===== src/inc/bpt_pkg.sv =====
/*
 * Shared constants for the batch preset totalizer: register map, control
 * field positions, reset values, timing figures and the batch state type.
 * Assumes a 40 MHz register clock; every cycle count derives from CLK_HZ.
 */
`default_nettype none
package bpt_pkg;
    // Clock rate of pclk.
    localparam longint unsigned CLK_HZ = 64'd40_000_000;

    // Register byte offsets on the APB bus.
    localparam logic [7:0] A_CTRL = 8'h00;
    localparam logic [7:0] A_FACTOR = 8'h04;
    localparam logic [7:0] A_PRESET = 8'h08;
    localparam logic [7:0] A_TARGET = 8'h0C;
    localparam logic [7:0] A_BATCH = 8'h10;
    localparam logic [7:0] A_GRAND = 8'h14;
    localparam logic [7:0] A_STATUS = 8'h18;
    localparam logic [7:0] A_INT_STAT = 8'h1C;
    localparam logic [7:0] A_INT_MASK = 8'h20;
    localparam logic [7:0] A_DAMP = 8'h24;

    // Control register field positions.
    localparam int CB_PROT_OFF = 0;
    localparam int CB_MODE_PRESET = 1;
    localparam int CB_IN_FUNC = 2;
    localparam int CB_OUT_FUNC = 4;
    localparam int CB_FILTER_EN = 5;
    localparam int CB_SLOW_EXC = 6;
    localparam int CB_KEY_START = 7;

    // Contact input function codes.
    localparam logic [1:0] IN_NONE = 2'h0;
    localparam logic [1:0] IN_START = 2'h1;
    localparam logic [1:0] IN_ZERO_RET = 2'h2;

    // Interrupt status bit positions.
    localparam int IB_START = 0;
    localparam int IB_DONE = 1;
    localparam int IB_ZERO_RET = 2;
    localparam int IB_REFUSED = 3;

    // Values after reset, and the error code shown during zero return.
    localparam logic [7:0] CTRL_RST = 8'h00;
    localparam logic [15:0] FACTOR_RST = 16'h000A;
    localparam logic [15:0] PRESET_RST = 16'h012C;
    localparam logic [3:0] DAMP_RST = 4'h4;
    localparam logic [3:0] ERR_CODE_ZR = 4'h4;

    // Least hold time of the start contact, and the longest it may be held.
    localparam longint unsigned START_MIN_MS = 64'd350;
    localparam longint unsigned START_MAX_MS = 64'd1500;
    localparam longint unsigned START_MIN_CYC =
        (START_MIN_MS * CLK_HZ + 64'd999) / 64'd1000;
    // Least batch length under slow excitation.
    localparam longint unsigned MIN_BATCH_S = 64'd180;
    localparam longint unsigned MIN_BATCH_CYC = MIN_BATCH_S * CLK_HZ;
    // Period of each half of the zero-return message alternation.
    localparam longint unsigned ALT_MS = 64'd1000;
    localparam longint unsigned ALT_CYC = ALT_MS * CLK_HZ / 64'd1000;

    // Batch sequencer states.
    typedef enum logic [0:0] {ST_IDLE, ST_RUN} bpt_state_e;
endpackage
`default_nettype wire


===== src/hw/bpt_contact_qual.sv =====
/*
 * Start contact qualifier: emits one pulse when the contact has been held
 * closed for the least hold time, once per closure.
 * Assumes the contact level is already synchronous to pclk.
 */
`timescale 1ns/1ps
`default_nettype none
module bpt_contact_qual #(
    parameter int unsigned HOLD_CYC = 14_000_000
) (
    input wire logic pclk,
    input wire logic presetn,
    input wire logic contact,
    output logic start_pulse
);
    logic [31:0] hold_cnt;

    ////////////////////////////////////////////////////////////////////////
    // hold time qualification
    // Short bounces never reach the count, and a long hold fires only once.
    always_ff @(posedge pclk or negedge presetn) begin
        if (!presetn) begin
            hold_cnt <= 32'h0;
            start_pulse <= 1'b0;
        end else if (!contact) begin
            hold_cnt <= 32'h0;
            start_pulse <= 1'b0;
        end else begin
            if (hold_cnt < HOLD_CYC) begin
                hold_cnt <= hold_cnt + 32'h1;
            end
            start_pulse <= (hold_cnt == HOLD_CYC - 1);
        end
    end
endmodule
`default_nettype wire


===== src/hw/bpt_flow_filter.sv =====
/*
 * First-order smoothing filter for the displayed flowrate and the current
 * output value. Assumes an unsigned 16-bit rate sample each cycle.
 */
`timescale 1ns/1ps
`default_nettype none
module bpt_flow_filter #(
    parameter int W = 16
) (
    input wire logic pclk,
    input wire logic presetn,
    input wire logic enable,
    input wire logic [3:0] damp_shift,
    input wire logic [W-1:0] rate_in,
    output logic [W-1:0] rate_out
);
    logic [2*W-1:0] acc;
    logic signed [2*W:0] diff;

    // Difference between the new sample and the smoothed value.
    assign diff = $signed({1'b0, rate_in, {W{1'b0}}}) - $signed({1'b0, acc});

    ////////////////////////////////////////////////////////////////////////
    // smoothing with lag
    // The smoothing scales each step down by 2 to the power damp_shift, so the smoothed value
    // trails the input and the response time grows with the damping.
    always_ff @(posedge pclk or negedge presetn) begin
        if (!presetn) begin
            acc <= '0;
        end else if (!enable) begin
            acc <= {rate_in, {W{1'b0}}};
        end else begin
            acc <= acc + (2*W)'(diff >>> damp_shift);
        end
    end

    // The upper half of the accumulator is the smoothed rate.
    always_ff @(posedge pclk or negedge presetn) begin
        if (!presetn) begin
            rate_out <= '0;
        end else begin
            rate_out <= acc[2*W-1:W];
        end
    end
endmodule
`default_nettype wire


===== src/hw/bpt_top.sv =====
/*
 * Batch preset totalizer with external zero return, as an APB slave.
 * Assumes flow pulses and the contact level are synchronous to pclk, and
 * that software configures the block before starting batches.
 */
`timescale 1ns/1ps
`default_nettype none
module bpt_top #(
    parameter int unsigned START_MIN_CYC = int'(bpt_pkg::START_MIN_CYC),
    parameter logic [32:0] MIN_BATCH_CYC = 33'(bpt_pkg::MIN_BATCH_CYC),
    parameter int unsigned ALT_CYC = int'(bpt_pkg::ALT_CYC)
) (
    input wire logic pclk,
    input wire logic presetn,
    input wire logic psel,
    input wire logic penable,
    input wire logic pwrite,
    input wire logic [7:0] paddr,
    input wire logic [31:0] pwdata,
    output logic [31:0] prdata,
    output logic pready,
    output logic pslverr,
    input wire logic start_contact_input,
    input wire logic flow_pulse,
    input wire logic [15:0] flow_rate,
    output logic end_contact_output,
    output logic batch_active,
    output logic outputs_on,
    output logic [15:0] disp_rate,
    output logic [15:0] current_value,
    output logic disp_zr_msg,
    output logic [3:0] disp_err_code,
    output logic irq
);
    bpt_pkg::bpt_state_e state;
    logic [7:0] ctrl;
    logic [15:0] factor;
    logic [15:0] preset;
    logic [3:0] damp;
    logic [31:0] target;
    logic [31:0] batch_cnt;
    logic [31:0] grand_total;
    logic [32:0] run_time;
    logic [3:0] int_stat;
    logic [3:0] int_mask;
    logic [31:0] alt_cnt;
    logic zero_ret;
    logic zero_ret_d;
    logic contact_start;
    logic key_start;
    logic start_req;
    logic cfg_ok;
    logic start_ok;
    logic min_ok;
    logic done;
    logic wr;
    logic [15:0] filt_rate;
    logic [3:0] next_int_stat;

    ////////////////////////////////////////////////////////////////////////
    // APB handshake: zero wait states, read data is captured in setup.
    assign pready = 1'b1;
    assign wr = psel && penable && pwrite;

    // Read mux and unmapped-address error, latched in the setup cycle.
    always_ff @(posedge pclk or negedge presetn) begin
        if (!presetn) begin
            prdata <= 32'h0;
            pslverr <= 1'b0;
        end else if (psel && !penable) begin
            pslverr <= 1'b0;
            if (paddr == bpt_pkg::A_CTRL) begin
                prdata <= {24'h0, 1'b0, ctrl[6:0]};
            end else if (paddr == bpt_pkg::A_FACTOR) begin
                prdata <= {16'h0, factor};
            end else if (paddr == bpt_pkg::A_PRESET) begin
                prdata <= {16'h0, preset};
            end else if (paddr == bpt_pkg::A_TARGET) begin
                prdata <= target;
            end else if (paddr == bpt_pkg::A_BATCH) begin
                prdata <= batch_cnt;
            end else if (paddr == bpt_pkg::A_GRAND) begin
                prdata <= grand_total;
            end else if (paddr == bpt_pkg::A_STATUS) begin
                prdata <= {24'h0, disp_err_code, disp_zr_msg, zero_ret,
                           end_contact_output, batch_active};
            end else if (paddr == bpt_pkg::A_INT_STAT) begin
                prdata <= {28'h0, int_stat};
            end else if (paddr == bpt_pkg::A_INT_MASK) begin
                prdata <= {28'h0, int_mask};
            end else if (paddr == bpt_pkg::A_DAMP) begin
                prdata <= {28'h0, damp};
            end else begin
                prdata <= 32'h0;
                pslverr <= 1'b1;
            end
        end
    end

    ////////////////////////////////////////////////////////////////////////
    // Control register. The mode bit is locked while protection is on.
    always_ff @(posedge pclk or negedge presetn) begin
        if (!presetn) begin
            ctrl <= bpt_pkg::CTRL_RST;
        end else if (wr && paddr == bpt_pkg::A_CTRL) begin
            ctrl[6:2] <= pwdata[6:2];
            ctrl[bpt_pkg::CB_PROT_OFF] <= pwdata[bpt_pkg::CB_PROT_OFF];
            if (ctrl[bpt_pkg::CB_PROT_OFF]) begin
                ctrl[bpt_pkg::CB_MODE_PRESET] <=
                    pwdata[bpt_pkg::CB_MODE_PRESET];
            end
        end
    end

    // Keypad start is a write-one command bit that reads as zero.
    always_ff @(posedge pclk or negedge presetn) begin
        if (!presetn) begin
            key_start <= 1'b0;
        end else begin
            key_start <= wr && paddr == bpt_pkg::A_CTRL &&
                         pwdata[bpt_pkg::CB_KEY_START];
        end
    end

    // Batch settings and filter damping.
    always_ff @(posedge pclk or negedge presetn) begin
        if (!presetn) begin
            factor <= bpt_pkg::FACTOR_RST;
            preset <= bpt_pkg::PRESET_RST;
            damp <= bpt_pkg::DAMP_RST;
            int_mask <= 4'h0;
        end else if (wr) begin
            if (paddr == bpt_pkg::A_FACTOR) begin
                factor <= pwdata[15:0];
            end else if (paddr == bpt_pkg::A_PRESET) begin
                preset <= pwdata[15:0];
            end else if (paddr == bpt_pkg::A_DAMP) begin
                damp <= pwdata[3:0];
            end else if (paddr == bpt_pkg::A_INT_MASK) begin
                int_mask <= pwdata[3:0];
            end
        end
    end

    ////////////////////////////////////////////////////////////////////////
    // Contact input: the shared terminals serve either start or zero return.
    bpt_contact_qual #(
        .HOLD_CYC(START_MIN_CYC)
    ) u_qual (
        .pclk(pclk),
        .presetn(presetn),
        .contact(start_contact_input &&
                 ctrl[3:2] == bpt_pkg::IN_START),
        .start_pulse(contact_start)
    );

    assign zero_ret = start_contact_input &&
                      ctrl[3:2] == bpt_pkg::IN_ZERO_RET;

    assign start_req = key_start || contact_start;
    assign cfg_ok = ctrl[bpt_pkg::CB_MODE_PRESET] &&
                    ctrl[3:2] == bpt_pkg::IN_START &&
                    ctrl[bpt_pkg::CB_OUT_FUNC];
    assign start_ok = start_req && cfg_ok && state == bpt_pkg::ST_IDLE;

    assign min_ok = !ctrl[bpt_pkg::CB_SLOW_EXC] || run_time >= MIN_BATCH_CYC;
    assign done = state == bpt_pkg::ST_RUN && !zero_ret &&
                  batch_cnt >= target && min_ok;

    ////////////////////////////////////////////////////////////////////////
    // batch sequencer
    always_ff @(posedge pclk or negedge presetn) begin
        if (!presetn) begin
            state <= bpt_pkg::ST_IDLE;
        end else begin
            case (state)
                bpt_pkg::ST_IDLE: begin
                    if (start_ok) begin
                        state <= bpt_pkg::ST_RUN;
                    end
                end
                bpt_pkg::ST_RUN: begin
                    if (done) begin
                        state <= bpt_pkg::ST_IDLE;
                    end
                end
                default: state <= bpt_pkg::ST_IDLE;
            endcase
        end
    end

    always_ff @(posedge pclk or negedge presetn) begin
        if (!presetn) begin
            target <= 32'h0;
        end else if (start_ok) begin
            target <= 32'(factor) * 32'(preset);
        end
    end

    always_ff @(posedge pclk or negedge presetn) begin
        if (!presetn) begin
            batch_cnt <= 32'h0;
        end else if (start_ok) begin
            batch_cnt <= 32'h0;
        end else if (state == bpt_pkg::ST_RUN && flow_pulse && !zero_ret) begin
            batch_cnt <= batch_cnt + 32'h1;
        end
    end

    // Run timer saturates so that a long batch never wraps it.
    always_ff @(posedge pclk or negedge presetn) begin
        if (!presetn) begin
            run_time <= 33'h0;
        end else if (start_ok) begin
            run_time <= 33'h0;
        end else if (state == bpt_pkg::ST_RUN && run_time < MIN_BATCH_CYC) begin
            run_time <= run_time + 33'h1;
        end
    end

    always_ff @(posedge pclk or negedge presetn) begin
        if (!presetn) begin
            grand_total <= 32'h0;
        end else if (done) begin
            grand_total <= grand_total + batch_cnt;
        end
    end

    ////////////////////////////////////////////////////////////////////////
    // end contact control
    // Outputs go dead in zero return, so the contact opens meanwhile.
    always_ff @(posedge pclk or negedge presetn) begin
        if (!presetn) begin
            end_contact_output <= 1'b0;
            batch_active <= 1'b0;
            outputs_on <= 1'b0;
        end else begin
            batch_active <= (state == bpt_pkg::ST_RUN && !done) || start_ok;
            end_contact_output <= ((state == bpt_pkg::ST_RUN && !done) ||
                                   start_ok) && !zero_ret;
            outputs_on <= !zero_ret;
        end
    end

    bpt_flow_filter #(
        .W(16)
    ) u_filt (
        .pclk(pclk),
        .presetn(presetn),
        .enable(ctrl[bpt_pkg::CB_FILTER_EN]),
        .damp_shift(damp),
        .rate_in(flow_rate),
        .rate_out(filt_rate)
    );

    always_ff @(posedge pclk or negedge presetn) begin
        if (!presetn) begin
            disp_rate <= 16'h0;
            current_value <= 16'h0;
        end else begin
            disp_rate <= zero_ret ? 16'h0 : filt_rate;
            current_value <= zero_ret ? 16'h0 : filt_rate;
        end
    end

    ////////////////////////////////////////////////////////////////////////
    // alternating zero-return display
    always_ff @(posedge pclk or negedge presetn) begin
        if (!presetn) begin
            alt_cnt <= 32'h0;
            disp_zr_msg <= 1'b0;
            disp_err_code <= 4'h0;
        end else if (!zero_ret) begin
            alt_cnt <= 32'h0;
            disp_zr_msg <= 1'b0;
            disp_err_code <= 4'h0;
        end else if (alt_cnt == ALT_CYC - 1) begin
            alt_cnt <= 32'h0;
            disp_zr_msg <= !disp_zr_msg;
            disp_err_code <= disp_zr_msg ? bpt_pkg::ERR_CODE_ZR : 4'h0;
        end else begin
            alt_cnt <= alt_cnt + 32'h1;
            if (!disp_zr_msg) begin
                disp_err_code <= bpt_pkg::ERR_CODE_ZR;
            end
        end
    end

    ////////////////////////////////////////////////////////////////////////
    // Sticky interrupt status; a new event wins over a same-cycle clear.
    always_comb begin
        next_int_stat = int_stat;
        if (wr && paddr == bpt_pkg::A_INT_STAT) begin
            next_int_stat = int_stat & ~pwdata[3:0];
        end
        next_int_stat[bpt_pkg::IB_START] = next_int_stat[bpt_pkg::IB_START] |
                                           start_ok;
        next_int_stat[bpt_pkg::IB_DONE] = next_int_stat[bpt_pkg::IB_DONE] |
                                          done;
        next_int_stat[bpt_pkg::IB_ZERO_RET] =
            next_int_stat[bpt_pkg::IB_ZERO_RET] | (zero_ret && !zero_ret_d);
        next_int_stat[bpt_pkg::IB_REFUSED] =
            next_int_stat[bpt_pkg::IB_REFUSED] | (start_req && !start_ok);
    end

    always_ff @(posedge pclk or negedge presetn) begin
        if (!presetn) begin
            int_stat <= 4'h0;
            zero_ret_d <= 1'b0;
            irq <= 1'b0;
        end else begin
            int_stat <= next_int_stat;
            zero_ret_d <= zero_ret;
            irq <= |(next_int_stat & int_mask);
        end
    end
endmodule
`default_nettype wire


===== config.mk =====
export PLATFORM = sky130hd
export DESIGN_NAME = bpt_top
export DESIGN_NICKNAME = d
export VERILOG_FILES = /design/src/inc/bpt_pkg.sv /design/src/hw/bpt_contact_qual.sv /design/src/hw/bpt_flow_filter.sv /design/src/hw/bpt_top.sv
export SDC_FILE = /design/constraint.sdc
export NUM_CORES = 2
export LEC_CHECK = 0
export ABC_AREA = 0
export BUFFER_PORTS_ARGS = -buffer_cell sky130_fd_sc_hd__buf_2
export CAP_MARGIN = 20
export CORE_MARGIN = 3
export CORE_UTILIZATION = 64
export CTS_CLUSTER_DIAMETER = 150
export CTS_CLUSTER_SIZE = 40
export DETAILED_ROUTE_END_ITERATION = 8
export PLACE_DENSITY_LB_ADDON = 0.08
export SLEW_MARGIN = 20
export SYNTH_ARGS = -nofsm -noshare
export SYNTH_HDL_FRONTEND = slang
export SYNTH_SLANG_ARGS = --single-unit

===== constraint.sdc =====
create_clock -name pclk -period 7.6 [get_ports pclk]
set_input_delay 0.76 -clock pclk [delete_from_list [all_inputs] [get_ports pclk]]
set_output_delay 0.76 -clock pclk [all_outputs]
set_load 0.05 [all_outputs]

==> impl_results.md <==
- Register-to-register setup slack: 0.76 ns
- Fraction of registers with async set/reset: 100%
- MaxCap Viol Count: 0
- Post-synthesis xor/xnor area fraction: 6.09%
- RD Place Congestion: 0.931
- Vias in the first global route: 24000
- Max Fclk: 0.146 GHz
- Worst vdd ir: 150 µV
- First-pass GRT wire length: 125 mm
- Critical Path RT: 8.03 ns
- Top post-synthesis cells by area: dfrtp_1 29%, fa_1 13%, ha_1 9.2%
- Util after Layout: 68.1%
- Core ar.: 45800 µm²
- Worst EP arrival: 7.27 ns
- Initial antenna violation count: 1
- CP Launch Type: flip-flop
- Clock sink count: 351
- CP cell instances: and2_1 > fa_1 > inv_1 > fa_1 > fa_1 > fa_1 > inv_1 > fa_1 > inv_1 > fa_1 > inv_1 > ha_1 > a21oi_1 > nor2b_1 > o21ai_0 > a31oi_1 > o41ai_1 > buf_4 > o21ai_0 > a31oi_1 > nor2b_1 > nand4b_1 > o211ai_1
- Most common cell in the netlist: dfrtp_1
- Pre-antenna DRT Iters: 6
- Post-synth cell types: 87
- R2R Path Start: factor[5]
- Final net count: 3736
- Post_cts resized: 0
- FP Rows: 78
- Synth area leader: dfrtp_1
- Dpl cell area: 30800 µm²
- Final min period: 6.84 ns
- Residual DRC: 0
- Largest family of logic cells by synthesized area: adder cells
- Root Buffer: clkbuf_16
- Sequential share of the synthesized area: 29.4%
- Synth Register Bits: 351
- Mux share of post-synthesis cell area: 5.29%
- Routed Wire Length: 75.5 mm
- Reg2reg path depth: 23
- Simple-Gate Fraction of Synth Area: 17.8%
- Die W: 222 µm
- Final Hold Viols: 0
- Post-route ant nets: 0
- HPWL Detailed: 56.3 mm
- Port Buf Inserts: 117
- Power Density: 110 nW/µm²
- Max incr delay on CP: 0.73 ns
- Unrepaired setup endpoints after global routing: false
- # hold bufs at CTS: 0
- TritonCTS Buffers: 13
- DR vias: 23900
- Netlist Area Pre-Place: 29900 µm²
- Largest net degree at the start of global routing: 153
- Max-slew violations: 0
- GRT Resource Usage Total: 30.6%
- Crit path capture type: flip-flop
- Setup Viol. Count Final: 0
- Critical path peak fanout: 18
- Clk buf depth: 3
- Hold crit path type: input pin to async pin
- Worst Clk Skew: 0.0672 ns
- Worst Setup EP: target[30]
- Starting Density: 65.4%
- Syn_area_per_cell: 9.17 µm²
- Clock-pin slew on the worst setup and hold paths: 0.14 ns
- Area Growth Syn to Fin: 4.11%
- CP max stage cell: dfrtp_1
- Post-CTS Setup Inserts: 0
- Top FF cell, synth: dfrtp_1
- Ports: 138
- Overflow after GRT: 0
- Finished Layout Cells: 3860
- Post-Syn Instances: 3263
- Ys Warns: 0
- Ratio of cells with drive above 1 in the final layout: 9.02%
- Design Area, Final: 31200 µm²
- CTS tree: done
- Initial drt markers: 2430
- Synth Area in Adders: 22.3%
- Leak pwr: 0.0152 µW
- Die area: 49400 µm²
- Crit. Startpoint: factor[5]
- Slew HR: 31.7%
- Pwr Total: 3440 µW
- Count of flip-flops with a built-in enable after synthesis: 0
- Post-synthesis compound-gate area fraction: 12.8%
- Via density: 6.19
- R2r endpoint: target[30]
- Slew at the pin closest to its max-slew limit: 1.02 ns
- Post-synth top area share: 28.8%
- Status: completed
- Final worst-path cycle share: 89.9%
- Post-Place Cells: 3842
- H-tree levels: 1
- Setup TNS: 0 ns
- Critical path class: flip-flop to flip-flop
- Most frequent CP cell: fa_1
- Die Span Y: 222 µm
- Post-synth top cells: 344 x dfrtp_1, 331 x nand2_1, 319 x inv_1
- Drt wl/cell: 19.6 µm
- Skew-Pair Late Insertion Delay: 0.56 ns
==> worst min path at each step <==
stage                   startpoint                  to  slack [ns]
detailed placement  u_filt.acc[17]  u_filt.rate_out[1]        0.40
global route               presetn         alt_cnt[24]        0.33
global placement    u_filt.acc[17]  u_filt.rate_out[1]        0.39
finish                     presetn         alt_cnt[26]        0.25
CTS                        presetn         alt_cnt[26]        0.31
floorplan           u_filt.acc[16]  u_filt.rate_out[0]        0.38
==> cells in the final DEF (no fill, tap or decap), types with 99 or more instances in the layout <==
cell type / instances
dfrtp_1: 342
nand2_1: 331
inv_1: 319
nor2_1: 248
ha_1: 220
fa_1: 196
and2_1: 179
o21ai_0: 142
a21oi_1: 140
buf_2: 116
xor2_1: 109
mux2_2: 100
xnor2_1: 99
==> power by group <==
group / internal, µW / switching, µW / leakage, µW
logic: 200 / 365 / 0.0104
registers: 1900 / 38.2 / 0.00470
clock network: 332 / 610 / 0.000185
==> stage by stage <==
| stage | hold WS, ns | setup WS, ns |
|---|---|---|
| global placement | 0.395 | 0.903 |
| floorplan | 0.380 | 1.13 |
| detailed placement | 0.400 | 0.819 |
| global route | 0.333 | 0.324 |
| CTS | 0.312 | 0.815 |
| finish | 0.249 | 0.764 |
==> layout make-up <==
class	count	area [µm²]
multi-input combinational	2437	19300
fill	3724	14600
sequential	351	8790
inverter	319	1200
tap	600	751
timing repair buffer	135	743
clock buffer	14	329
clock inverter	3	55.1
antenna	1	2.50
==> cell families (layout without fill, tap and decap cells) <==
group,count (synthesis),after routing
fa+ha+maj,416,416
simple gates,1081,1081
buf+inv,477,471
xor+xnor,208,208
compound gates,586,586
mux,142,142
other cells,2,5
flops,351,351
==> worst max-delay path: cells and delay by family, from the launching register on <==
family / cells / cell delay [ns]
AO/OA/AOI/OAI: 7 / 1.50
adder cells (fa/ha/maj): 7 / 3.45
buffers and inverters: 5 / 0.43
flip-flops: 1 / 0.73
AND/OR/NAND/NOR: 4 / 0.62
==> layer usage <==
metal / vias to the layer above / track usage, % / wire [µm]
met1: 11900 / 43.2 / 32900
met5: - / 0 / 0
met4: 0 / 6.73 / 1460
li1: 11000 / - / -
met2: 851 / 50.0 / 35400
met3: 105 / 5.27 / 5660
==> state kept, by name, indices dropped and copies added (netlist names), 4 cells and up <==
name and count:
batch_cnt 32, int_stat 4, grand_total 32, target 32, prdata 32, int_mask 4, run_time 33, current_value 16
ctrl 7, preset 16, u_filt.rate_out 16, factor 16, alt_cnt 32, damp 4, u_filt.acc 32, u_qual.hold_cnt 32
Power figures use the tool's default switching activity.
